$ cat src/hw/eeprom_ctrl_pkg.sv
// Constants and types for the byte-alterable nonvolatile memory controller.
// Assumes a 100 MHz clock and one memory array on a shared programming line.
package eeprom_ctrl_pkg;
  localparam int ADDR_W = 11;
  localparam int DATA_W = 8;
  localparam int CLK_PERIOD_PS = 10000;
  localparam int PULSE_MIN_US = 9000;
  localparam int PULSE_MAX_US = 70000;
  localparam int PULSE_NOM_US = 10000;
  localparam int ACCESS_NS = 250;
  localparam int GATE_NS = 100;
  localparam int FLOAT_NS = 80;
  localparam int SETUP_NS = 150;
  localparam int HOLD_NS = 50;
  localparam int PULSE_MIN_CYC = PULSE_MIN_US * (1000000 / CLK_PERIOD_PS);
  localparam int PULSE_MAX_CYC = PULSE_MAX_US * 100;
  localparam int PULSE_NOM_CYC = PULSE_NOM_US * 100;
  localparam int ACCESS_CYC = (ACCESS_NS * 1000 + CLK_PERIOD_PS - 1)
    / CLK_PERIOD_PS;
  localparam int GATE_CYC = (GATE_NS * 1000 + CLK_PERIOD_PS - 1)
    / CLK_PERIOD_PS;
  localparam int FLOAT_CYC = (FLOAT_NS * 1000 + CLK_PERIOD_PS - 1)
    / CLK_PERIOD_PS;
  localparam int SETUP_CYC = (SETUP_NS * 1000 + CLK_PERIOD_PS - 1)
    / CLK_PERIOD_PS;
  localparam int HOLD_CYC = (HOLD_NS * 1000 + CLK_PERIOD_PS - 1)
    / CLK_PERIOD_PS;
  localparam logic [DATA_W-1:0] ERASED_BYTE = 8'hFF;
  localparam int TIMER_W = 24;

  typedef enum logic [3:0]
  {
    ST_IDLE = 4'h0,
    ST_RD_SETUP = 4'h1,
    ST_RD_WAIT = 4'h2,
    ST_RD_FLOAT = 4'h3,
    ST_WR_SETUP = 4'h4,
    ST_WR_PULSE = 4'h5,
    ST_WR_HOLD = 4'h6,
    ST_CE_SETUP = 4'h7,
    ST_CE_PULSE = 4'h8,
    ST_CE_HOLD = 4'h9
  } state_t;
endpackage : eeprom_ctrl_pkg

$ cat src/hw/pulse_timer_if.sv
// Carrier between the sequencer and its pulse timer.
// Assumes both ends share clk_i.
`timescale 1ns/10ps
interface pulse_timer_if;
  logic start;
  logic [eeprom_ctrl_pkg::TIMER_W-1:0] count;
  logic done;
  modport ctrl
  (
    output start,
    output count,
    input done
  );
  modport timer
  (
    input start,
    input count,
    output done
  );
endinterface : pulse_timer_if

$ cat src/hw/eeprom_ctrl.sv
// Host controller driving a byte-alterable memory through its pins.
// Assumes an external supply switch and high-voltage gate switch on pins.
`timescale 1ns/10ps
module eeprom_ctrl
#(
  parameter int PULSE_CYC = eeprom_ctrl_pkg::PULSE_NOM_CYC,
  parameter int CHIP_ERASE_CYC = eeprom_ctrl_pkg::PULSE_NOM_CYC,
  parameter logic USE_WAIT = 1'b1
)
(
  input wire logic clk_i,
  input wire logic rst_i,
  input wire logic req_i,
  input wire logic [1:0] op_i,
  input wire logic [eeprom_ctrl_pkg::ADDR_W-1:0] addr_i,
  input wire logic [eeprom_ctrl_pkg::DATA_W-1:0] wdata_i,
  output logic ready_o,
  output logic busy_o,
  output logic [eeprom_ctrl_pkg::DATA_W-1:0] rdata_o,
  output logic rvalid_o,
  output logic done_o,
  output logic [eeprom_ctrl_pkg::ADDR_W-1:0] mem_addr_o,
  input wire logic [eeprom_ctrl_pkg::DATA_W-1:0] mem_data_i,
  output logic [eeprom_ctrl_pkg::DATA_W-1:0] mem_data_o,
  output logic mem_data_oe_o,
  output logic select_n_o,
  output logic gate_n_o,
  output logic gate_hv_o,
  output logic prog_supply_o
);
  localparam logic [1:0] OP_READ = 2'h0;
  localparam logic [1:0] OP_WRITE = 2'h1;
  localparam logic [1:0] OP_ERASE = 2'h2;
  localparam logic [1:0] OP_CHIP = 2'h3;
  localparam int TW = eeprom_ctrl_pkg::TIMER_W;
  // Timer load for a pulse of cyc cycles; capped above, short values raised to 2.
  function automatic logic [TW-1:0] clamp_pulse(input int cyc);
    int c;
    c = cyc;
    if (c < 2)
      c = 2;
    if (c > eeprom_ctrl_pkg::PULSE_MAX_CYC)
      c = eeprom_ctrl_pkg::PULSE_MAX_CYC;
    return TW'(c - 1);
  endfunction : clamp_pulse
  localparam logic [TW-1:0] PULSE_LEN = clamp_pulse(PULSE_CYC);
  localparam logic [TW-1:0] CHIP_LEN = clamp_pulse(CHIP_ERASE_CYC);
  eeprom_ctrl_pkg::state_t state;
  eeprom_ctrl_pkg::state_t next_state;
  logic busy;
  logic next_busy;
  logic [eeprom_ctrl_pkg::ADDR_W-1:0] addr;
  logic [eeprom_ctrl_pkg::ADDR_W-1:0] next_addr;
  logic [eeprom_ctrl_pkg::DATA_W-1:0] wdata;
  logic [eeprom_ctrl_pkg::DATA_W-1:0] next_wdata;
  logic [eeprom_ctrl_pkg::DATA_W-1:0] drive;
  logic [eeprom_ctrl_pkg::DATA_W-1:0] next_drive;
  logic [eeprom_ctrl_pkg::DATA_W-1:0] rdata;
  logic [eeprom_ctrl_pkg::DATA_W-1:0] next_rdata;
  logic erase_phase;
  logic next_erase_phase;
  logic with_write;
  logic next_with_write;
  logic sel_n;
  logic next_sel_n;
  logic gate_n;
  logic next_gate_n;
  logic gate_hv;
  logic next_gate_hv;
  logic vpp;
  logic next_vpp;
  logic doe;
  logic next_doe;
  logic rvalid;
  logic next_rvalid;
  logic done;
  logic next_done;
  logic ready;
  logic next_ready;
  logic [7:0] wait_cnt;
  logic [7:0] next_wait_cnt;
  logic [eeprom_ctrl_pkg::DATA_W-1:0] din_meta;
  logic [eeprom_ctrl_pkg::DATA_W-1:0] din_sync;
  pulse_timer_if tif ();
  pulse_timer u_timer
  (
    .clk_i(clk_i),
    .rst_i(rst_i),
    .tif(tif)
  );
  always_comb
  begin
    next_state = state;
    next_addr = addr;
    next_wdata = wdata;
    next_drive = drive;
    next_rdata = rdata;
    next_erase_phase = erase_phase;
    next_with_write = with_write;
    next_sel_n = sel_n;
    next_gate_n = gate_n;
    next_gate_hv = gate_hv;
    next_vpp = vpp;
    next_doe = doe;
    next_rvalid = 1'b0;
    next_done = 1'b0;
    next_ready = ready;
    next_wait_cnt = wait_cnt;
    tif.start = 1'b0;
    tif.count = PULSE_LEN;
    if (wait_cnt != 8'h00)
      next_wait_cnt = wait_cnt - 8'h01;
    case (state)
      eeprom_ctrl_pkg::ST_IDLE:
      begin
        if (req_i)
        begin
          next_addr = addr_i;
          next_wdata = wdata_i;
          next_ready = 1'b0;
          next_sel_n = 1'b0;
          case (op_i)
            OP_READ:
            begin
              next_wait_cnt = 8'(eeprom_ctrl_pkg::ACCESS_CYC
                - eeprom_ctrl_pkg::GATE_CYC);
              next_state = eeprom_ctrl_pkg::ST_RD_SETUP;
            end
            OP_CHIP:
            begin
              next_drive = eeprom_ctrl_pkg::ERASED_BYTE;
              next_doe = 1'b1;
              next_wait_cnt = 8'(eeprom_ctrl_pkg::SETUP_CYC);
              next_state = eeprom_ctrl_pkg::ST_CE_SETUP;
            end
            default:
            begin
              next_drive = eeprom_ctrl_pkg::ERASED_BYTE;
              next_doe = 1'b1;
              next_erase_phase = 1'b1;
              next_with_write = (op_i == OP_WRITE);
              next_wait_cnt = 8'(eeprom_ctrl_pkg::SETUP_CYC);
              next_state = eeprom_ctrl_pkg::ST_WR_SETUP;
            end
          endcase
          if (!USE_WAIT && op_i != OP_READ)
            next_ready = 1'b1;
        end
        else
          next_ready = 1'b1;
      end
      eeprom_ctrl_pkg::ST_RD_SETUP:
      begin
        if (wait_cnt == 8'h00)
        begin
          next_gate_n = 1'b0;
          next_wait_cnt = 8'(eeprom_ctrl_pkg::GATE_CYC + 2);
          next_state = eeprom_ctrl_pkg::ST_RD_WAIT;
        end
      end
      eeprom_ctrl_pkg::ST_RD_WAIT:
      begin
        // sample with select and gate low
        if (wait_cnt == 8'h00)
        begin
          next_rdata = din_sync;
          next_rvalid = 1'b1;
          next_gate_n = 1'b1;
          next_sel_n = 1'b1;
          next_wait_cnt = 8'(eeprom_ctrl_pkg::FLOAT_CYC);
          next_state = eeprom_ctrl_pkg::ST_RD_FLOAT;
        end
      end
      eeprom_ctrl_pkg::ST_RD_FLOAT:
      begin
        if (wait_cnt == 8'h00)
        begin
          next_ready = 1'b1;
          next_state = eeprom_ctrl_pkg::ST_IDLE;
        end
      end
      eeprom_ctrl_pkg::ST_WR_SETUP:
      begin
        next_gate_n = 1'b1;
        if (wait_cnt == 8'h00)
        begin
          next_vpp = 1'b1;
          tif.start = 1'b1;
          tif.count = PULSE_LEN;
          next_state = eeprom_ctrl_pkg::ST_WR_PULSE;
        end
      end
      eeprom_ctrl_pkg::ST_WR_PULSE:
      begin
        if (tif.done)
        begin
          next_vpp = 1'b0;
          next_wait_cnt = 8'(eeprom_ctrl_pkg::HOLD_CYC);
          next_state = eeprom_ctrl_pkg::ST_WR_HOLD;
        end
      end
      eeprom_ctrl_pkg::ST_WR_HOLD:
      begin
        if (wait_cnt == 8'h00)
        begin
          if (erase_phase && with_write)
          begin
            next_erase_phase = 1'b0;
            next_drive = wdata;
            next_wait_cnt = 8'(eeprom_ctrl_pkg::SETUP_CYC);
            next_state = eeprom_ctrl_pkg::ST_WR_SETUP;
          end
          else
          begin
            next_erase_phase = 1'b0;
            next_doe = 1'b0;
            next_sel_n = 1'b1;
            next_done = 1'b1;
            next_ready = 1'b1;
            next_state = eeprom_ctrl_pkg::ST_IDLE;
          end
        end
      end
      eeprom_ctrl_pkg::ST_CE_SETUP:
      begin
        if (wait_cnt == 8'h00)
        begin
          next_gate_hv = 1'b1;
          next_vpp = 1'b1;
          tif.start = 1'b1;
          tif.count = CHIP_LEN;
          next_state = eeprom_ctrl_pkg::ST_CE_PULSE;
        end
      end
      eeprom_ctrl_pkg::ST_CE_PULSE:
      begin
        if (tif.done)
        begin
          next_vpp = 1'b0;
          next_wait_cnt = 8'(eeprom_ctrl_pkg::HOLD_CYC);
          next_state = eeprom_ctrl_pkg::ST_CE_HOLD;
        end
      end
      eeprom_ctrl_pkg::ST_CE_HOLD:
      begin
        if (wait_cnt == 8'h00)
        begin
          next_gate_hv = 1'b0;
          next_doe = 1'b0;
          next_sel_n = 1'b1;
          next_done = 1'b1;
          next_ready = 1'b1;
          next_state = eeprom_ctrl_pkg::ST_IDLE;
        end
      end
      default:
        next_state = eeprom_ctrl_pkg::ST_IDLE;
    endcase
    next_busy = (next_state != eeprom_ctrl_pkg::ST_IDLE);
  end
  always_ff @(posedge clk_i)
  begin
    din_meta <= mem_data_i;
    din_sync <= din_meta;
  end
  always_ff @(posedge clk_i)
  begin
    if (rst_i)
    begin
      state <= eeprom_ctrl_pkg::ST_IDLE;
      addr <= '0;
      wdata <= '0;
      drive <= '0;
      rdata <= '0;
      erase_phase <= 1'b0;
      with_write <= 1'b0;
      sel_n <= 1'b1;
      gate_n <= 1'b1;
      gate_hv <= 1'b0;
      vpp <= 1'b0;
      doe <= 1'b0;
      rvalid <= 1'b0;
      done <= 1'b0;
      ready <= 1'b0;
      wait_cnt <= 8'h00;
      busy <= 1'b0;
    end
    else
    begin
      state <= next_state;
      addr <= next_addr;
      wdata <= next_wdata;
      drive <= next_drive;
      rdata <= next_rdata;
      erase_phase <= next_erase_phase;
      with_write <= next_with_write;
      sel_n <= next_sel_n;
      gate_n <= next_gate_n;
      gate_hv <= next_gate_hv;
      vpp <= next_vpp;
      doe <= next_doe;
      rvalid <= next_rvalid;
      done <= next_done;
      ready <= next_ready;
      wait_cnt <= next_wait_cnt;
      busy <= next_busy;
    end
  end
  assign ready_o = ready;
  assign busy_o = busy;
  assign rdata_o = rdata;
  assign rvalid_o = rvalid;
  assign done_o = done;
  assign mem_addr_o = addr;
  assign mem_data_o = drive;
  assign mem_data_oe_o = doe;
  assign select_n_o = sel_n;
  assign gate_n_o = gate_n;
  assign gate_hv_o = gate_hv;
  assign prog_supply_o = vpp;
endmodule : eeprom_ctrl

$ cat src/hw/pulse_timer.sv
// Down-counting delay timer with one-cycle done pulse.
// Assumes start is a single-cycle pulse with count of at least one.
`timescale 1ns/10ps
module pulse_timer
(
  input wire logic clk_i,
  input wire logic rst_i,
  pulse_timer_if.timer tif
);
  logic [eeprom_ctrl_pkg::TIMER_W-1:0] remain;
  logic [eeprom_ctrl_pkg::TIMER_W-1:0] next_remain;
  logic busy;
  logic next_busy;
  logic done;
  logic next_done;

  always_comb
  begin
    next_remain = remain;
    next_busy = busy;
    next_done = 1'b0;
    if (tif.start)
    begin
      next_remain = tif.count;
      next_busy = 1'b1;
    end
    else if (busy)
    begin
      if (remain <= 1)
      begin
        next_busy = 1'b0;
        next_done = 1'b1;
      end
      else
      begin
        next_remain = remain - 1'b1;
      end
    end
  end

  always_ff @(posedge clk_i)
  begin
    if (rst_i)
    begin
      remain <= '0;
      busy <= 1'b0;
      done <= 1'b0;
    end
    else
    begin
      remain <= next_remain;
      busy <= next_busy;
      done <= next_done;
    end
  end

  assign tif.done = done;
endmodule : pulse_timer

$ cat config.mk
export PLATFORM = sky130hd
export DESIGN_NAME = eeprom_ctrl
export DESIGN_NICKNAME = d
export VERILOG_FILES = /design/src/hw/eeprom_ctrl_pkg.sv /design/src/hw/pulse_timer_if.sv /design/src/hw/eeprom_ctrl.sv /design/src/hw/pulse_timer.sv
export SDC_FILE = /design/constraint.sdc
export NUM_CORES = 1
export LEC_CHECK = 0
export BUFFER_PORTS_ARGS = -buffer_cell sky130_fd_sc_hd__buf_2
export CORE_MARGIN = 3
export CORE_UTILIZATION = 45
export DETAILED_ROUTE_END_ITERATION = 8
export PLACE_DENSITY = 0.66
export SYNTH_ARGS = -nofsm -noshare
export SYNTH_HDL_FRONTEND = slang
export SYNTH_SLANG_ARGS = --single-unit
$ cat constraint.sdc
create_clock -name clk_i -period 3.79 [get_ports clk_i]
set_input_delay 0.758 -clock clk_i [delete_from_list [all_inputs] [get_ports clk_i]]
set_output_delay 0.758 -clock clk_i [all_outputs]
set_load 0.005 [all_outputs]
==> flow_metrics.py, run 1 <==
metrics = {
    "detailed_routing": {
        "wl_um": 9770,
        "drt_iter0_drc": 171,
        "wl_per_cell_um": 14.8,
        "remaining_drc_errors": 0,
        "first_pass_iters": 5,
        "ant_nets": 0,
        "vias_per_cell": 5.61,
        "vias": 3711,
    },
    "placed_design": {
        "hpwl_um": 6730,
        "dp.cells": 646,
        "globalplace.congestion": 0.898,
        "portBuffers": 67,
    },
    "floorplan": {
        "core.rowCount": 34,
        "start_util_pct": 47.7,
        "die_w_um": 103,
        "core_area_um2": 8930,
        "io_pins": 68,
        "die_h_um": 103,
        "design.die.area_um2": 10700,
    },
    "cells_and_area": {
        "final-instance-count-excl-fill": 662,
        "drive_gt1_share_pct": 18.2,
        "syn_to_final_growth_pct": 14.9,
        "diodes": 0,
        "most-common-layout-cells": "dfxtp_1, buf_2, nand2_1",
        "final_common_cell": "dfxtp_1",
        "layout.nets": 589,
    },
    "timing": {
        "maxSlewViolCount": 0,
        "finalCritPeriodShare_pct": 71.0,
        "period_minus_slack_ps": 2690,
        "rsz0062_at_grt": "false",
        "holdWs_ps": 336,
        "slew_headroom_pct": 37.0,
        "setup_viol": 0,
        "skew_ps": 8.90,
        "fmax_ghz": 0.372,
        "tns_ps": 0,
        "tightest_slew_ps": 937,
        "hold_viol": 0,
    },
    "setup_path": {
        "path_max_fanout": 16,
        "path_delay_family": "simple AND/OR/NAND/NOR gates",
        "crit_path_top_delay_cell": "or4_1",
        "crit_chain": "inv_1 > ha_1 > or3b_2 > or4_1 > a21oi_2 > nor2_1 > a211oi_1",
        "cp-start-kind": "flip-flop",
        "critPathArrivalTime_ps": 2970,
        "crit_required_ps": 4070,
        "slowest_delay_ps": 580,
        "path_buf_inv": 1,
        "cp-end-kind": "flip-flop",
        "r2r_setup_slack_ps": 1100,
        "setup.worst_path.class": "reg2reg",
        "cp-startpoint": "wait_cnt[0]$_SDFF_PP0_",
        "r2r-start": "wait_cnt[0]$_SDFF_PP0_",
    },
    "synthesis": {
        "async_flop_share_pct": 0,
        "yosys_warnings": 0,
        "ys_ff_latch": 100,
        "yosys_most_used_dff": "dfxtp_1",
        "synth.distinct_cells": 53,
        "synth_area_um2": 4260,
        "synth_cells": 491,
        "avgSynthCellArea_um2": 8.67,
        "synth-seq-area-share_pct": 47.0,
        "synth_nets": 531,
        "synth_edf_count": 0,
    },
    "global_route": {
        "grt_remaining_overflow": 0,
        "grt_busiest_layer": "met2",
        "grt_pass1_vias": 3434,
        "use_met1_pct": 24.4,
        "grt_max_degree": 66,
        "met2_usage_pct": 31.0,
        "use_met3_pct": 4.90,
        "grt_usage_pct": 18.9,
        "antenna_found_initial": 0,
        "grt_pass1_wl_um": 16200,
    },
    "clock_network": {
        "cts_repair_resize_count": 0,
        "clk_pin_slew_worst_paths_ps": 100,
        "post_cts_buffers": 0,
        "clkSinkCount": 100,
        "root_buffer": "clkbuf_8",
        "cts_buffers": 9,
        "cts_hold_buf": 0,
        "cts_tree": "yes",
        "htreeDepth": 3,
        "clock_latency_ps": 360,
        "clock_path_buffers": 2,
    },
    "run_status": {
        "outcome": "completed",
    },
    "pwr": {
        "peakVddDrop_mv": 0.322,
        "power.density_nw_per_um2": 703,
        "p_leak_nw": 2.00,
    },
    "flow_run": {
        "drv_cap": 0,
    },
    "hold_path": {
        "hp-start": "din_meta[0]$_DFF_P_",
        "hp-class": "reg2reg",
    },
}
## flip-flops by register name, indices dropped and copies added (netlist names), 4 cells and up
name            count
wait_cnt            8
rdata_o             8
din_meta            8
state               4
u_timer.remain     24
mem_data_o          8
din_sync            8
mem_addr_o         11
wdata               8
## stage by stage
| step | power, mW | setup slack (ps) | area [um2] | util [%] |
|---|---|---|---|---|
| 3_5_place_dp | 2.73 | 1140 | 4680 | 52.4 |
| 6_report | 3.44 | 1100 | 4890 | 54.8 |
| 5_1_grt | 3.69 | 823 | 4890 | 54.8 |
| 3_3_place_gp | 2.69 | 1230 | 4680 | 52.4 |
| 2_1_floorplan | 2.34 | 1350 | 4260 | - |
| 4_1_cts | 3.45 | 1130 | 4890 | 54.8 |
## synthesized netlist by cell type, types with 2 or more instances
cell / count / share of area, %
inv_1: 8 / 0.71
ha_1: 8 / 2.4
clkbuf_1: 23 / 2.0
nor4b_1: 2 / 0.41
o211ai_1: 8 / 1.4
nand2_1: 57 / 5.0
a41oi_1: 2 / 0.41
or3b_2: 2 / 0.41
and3_1: 5 / 0.73
xor2_1: 10 / 2.1
a31oi_1: 7 / 1.0
nor2b_1: 4 / 0.59
o31ai_1: 8 / 1.4
xnor2_1: 8 / 1.6
nor3_1: 14 / 1.6
a211oi_1: 11 / 1.9
or2_2: 3 / 0.44
nand3_1: 5 / 0.59
a221oi_1: 3 / 0.62
nor4_1: 8 / 1.2
or3_1: 9 / 1.3
buf_1: 3 / 0.26
and2_1: 5 / 0.73
a211o_1: 3 / 0.62
dfxtp_1: 100 / 47
nand2b_1: 7 / 1.0
or4_1: 11 / 1.9
nor3b_1: 4 / 0.71
nor2_1: 55 / 4.8
mux2i_1: 10 / 2.4
nand4_1: 4 / 0.59
a21oi_1: 50 / 5.9
o21ai_0: 14 / 1.6
## cells by family (layout without fill, tap and decap cells)
kind of cell	after synthesis	count (layout)	share of synthesized area (%)
AND/OR/NAND/NOR	203	203	24.4
multiplexers	11	11	2.62
XOR/XNOR	18	18	3.70
AO/OA/AOI/OAI	115	115	16.7
buffers and inverters	36	99	3.20
flip-flops	100	100	47.0
adder cells (fa/ha/maj)	8	8	2.35
## per-layer routing
layer | share of wire [%] | up-vias | wire length, um
li1 | - | 1880 | -
met1 | 45 | 1722 | 4430
met2 | 48 | 94 | 4650
met3 | 5.5 | 15 | 542
met4 | 1.5 | 0 | 149
met5 | 0 | - | 0
## final timing paths
kind	endpoint	depth (start not counted)
worst max-delay path	mem_data_o[5]$_SDFFE_PP0P_	7
worst max register to register	mem_data_o[5]$_SDFFE_PP0P_	7
worst min-delay path	din_sync[0]$_DFF_P_	0
worst min register to register	din_sync[0]$_DFF_P_	0
## report_power, final
group          internal, mW  leakage, nW  switching, mW
Sequential             1.23        0.821          0.171
Combinational         0.510         1.07          0.807
Clock                 0.335        0.109          0.384
Total                  2.08         2.00           1.36
## cell type report
cell class                      instances  area [um2]
Clock buffer                           10         138
Tap cell                              108         135
Multi-Input combinational cell        355        2120
Timing Repair Buffer                   74         388
Fill cell                             842        4040
Sequential cell                       100        2000
Inverter                                9        33.8
Clock inverter                          6        76.3
## worst register-to-register path, stage by stage (launching register included)
cell and delay (ps):
dfxtp_1 340, inv_1 80, ha_1 210, or3b_2 520, or4_1 580, a21oi_2 580, nor2_1 80, a211oi_1 230
Note: power is estimated with default switching activity, not from simulation.
==> run 2: changes to the inputs <==
PLACE_DENSITY = 0.68   (was 0.66)
clock period = 2.33 ns   (was 3.79 ns; I/O delays follow)
==> run 2 against run 1 <==
  * Sequential share of layout area fell by 2.3 points
  * Power grew 74%
  * Via count is 3.2% higher
  * Register-to-register slack got worse by 1000 ps
  * Flip-flop and latch count did not move
  * Hold slack worse by 160 ps
  * Fmax rose by 19%
  * Die area stayed put
  * Highest routed layer unchanged
==> flow_metrics.py, run 2 (synthesis gave the netlist of run 1 again) <==
metrics = {
    "placed_design": {
        "globalplace.congestion": 0.936,
        "dp.cells": 673,
        "placed_cell_area_um2": 4920,
        "hpwl_um": 7240,
        "portBuffers": 67,
    },
    "clock_network": {
        "cts_tree": "yes",
        "htreeDepth": 3,
        "clk_pin_slew_worst_paths_ps": 110,
        "root_buffer": "clkbuf_8",
        "cts_buffers": 9,
        "clock_path_buffers": 2,
        "cts_hold_buf": 0,
        "clock_latency_ps": 370,
        "clkSinkCount": 100,
    },
    "timing": {
        "hold_viol": 0,
        "slew_headroom_pct": 72.2,
        "period_minus_slack_ps": 2270,
        "fmax_ghz": 0.441,
        "tns_ps": 0,
        "tightest_slew_ps": 415,
        "skew_ps": 14.7,
        "maxSlewViolCount": 0,
        "finalCritPeriodShare_pct": 97.2,
        "setup_viol": 0,
    },
    "setup_path": {
        "r2r_setup_slack_ps": 60,
        "r2r_end": "rdata_o[3]$_SDFFE_PP0P_",
        "cp-start-kind": "flip-flop",
        "path_max_fanout": 8,
        "cp-startpoint": "wait_cnt[6]$_SDFF_PP0_",
        "setup.worst_path.class": "reg2reg",
        "critPathArrivalTime_ps": 2520,
        "r2r-start": "wait_cnt[6]$_SDFF_PP0_",
        "rr_worst_depth": 6,
        "cp-end-kind": "flip-flop",
        "crit_required_ps": 2580,
        "crit_end": "rdata_o[3]$_SDFFE_PP0P_",
    },
    "global_route": {
        "grt_pass1_wl_um": 16400,
        "grt_usage_pct": 19.5,
        "grt_remaining_overflow": 0,
        "antenna_found_initial": 0,
        "grt_max_degree": 39,
        "grt_pass1_vias": 3441,
    },
    "cells_and_area": {
        "final_cell_area_um2": 5180,
        "syn_to_final_growth_pct": 21.6,
        "regMostFlops": "u_timer.remain",
        "most-common-layout-cells": "dfxtp_1, buf_2, nand2_1",
        "final_common_cell": "dfxtp_1",
        "drive_gt1_share_pct": 23.3,
        "largest_register_ffs": 24,
        "layout.nets": 618,
        "fill_cells": 812,
        "final-instance-count-excl-fill": 691,
        "diodes": 0,
    },
    "run_status": {
        "outcome": "completed",
    },
    "detailed_routing": {
        "wl_per_cell_um": 14.5,
        "drt_iter0_drc": 230,
        "wl_um": 10000,
        "remaining_drc_errors": 0,
        "ant_nets": 0,
        "vias_per_cell": 5.54,
        "vias": 3830,
        "first_pass_iters": 4,
    },
    "floorplan": {
        "core_area_um2": 8930,
        "io_pins": 68,
        "start_util_pct": 47.7,
        "die_h_um": 103,
        "design.die.area_um2": 10700,
        "die_w_um": 103,
        "core.rowCount": 34,
    },
    "pwr": {
        "peakVddDrop_mv": 0.481,
        "p_leak_nw": 2.16,
        "total_power_mw": 5.99,
        "power.density_nw_per_um2": 1160,
    },
    "hold_path": {
        "hp-class": "in2reg",
    },
    "flow_run": {
        "drv_cap": 0,
    },
}
==> run 2: how the worst min path moves through the flow <==
stage	from	to	slack (ps)	cells after the start
2_1_floorplan	din_meta[0]$_DFF_P_	din_sync[0]$_DFF_P_	310	0
3_3_place_gp	din_meta[6]$_DFF_P_	din_sync[6]$_DFF_P_	310	0
3_5_place_dp	din_meta[1]$_DFF_P_	din_sync[1]$_DFF_P_	310	0
4_1_cts	mem_data_i[6]	din_meta[6]$_DFF_P_	160	1
5_1_grt	mem_data_i[5]	din_meta[5]$_DFF_P_	160	1
6_report	mem_data_i[6]	din_meta[6]$_DFF_P_	180	1
==> run 2: routing by layer <==
| layer | global-route usage (%) | vias up | part of all wire, % |
|---|---|---|---|
| li1 | - | 1930 | - |
| met1 | 25.3 | 1811 | 44 |
| met2 | 32.3 | 75 | 50 |
| met3 | 3.69 | 14 | 4.1 |
| met4 | 7.17 | 0 | 1.9 |
| met5 | 0 | - | 0 |
==> run 2: final cells by class <==
class | instances | area (um2) | share of cell area, %
Inverter | 9 | 33.8 | 0.652
Tap cell | 108 | 135 | 2.61
Sequential cell | 100 | 2000 | 38.7
Clock buffer | 9 | 124 | 2.39
Multi-Input combinational cell | 355 | 2170 | 41.8
Timing Repair Buffer | 103 | 631 | 12.2
Clock inverter | 7 | 87.6 | 1.69
==> run 2: worst max-delay path, cell delays in order (launching register included) <==
cell and delay, ps:
dfxtp_1 350, or4_4 550, or4b_4 540, nor4_4 280, buf_12 170, mux2i_2 200
nor2_1 50
==> run 2: through the flow <==
stage	hold slack (ps)	worst slack, ps	utilization (%)
2_1_floorplan	310	-2.14	-
3_3_place_gp	311	116	55.0
3_5_place_dp	312	23.0	55.0
4_1_cts	159	0.734	57.4
5_1_grt	155	-1.72	58.0
6_report	180	64.6	58.0
==> run 2: report_power, final <==
group	leakage (nW)	internal [mW]	switching (mW)
registers	0.821	2.01	0.237
clock network	0.109	0.525	0.646
logic	1.23	1.14	1.44
==> run 2: timing repair <==
action / 4_1_cts / 5_1_grt
resized for setup: 0 / 8
setup buffers: 0 / 2
endpoints found under the setup margin: 0 / 15
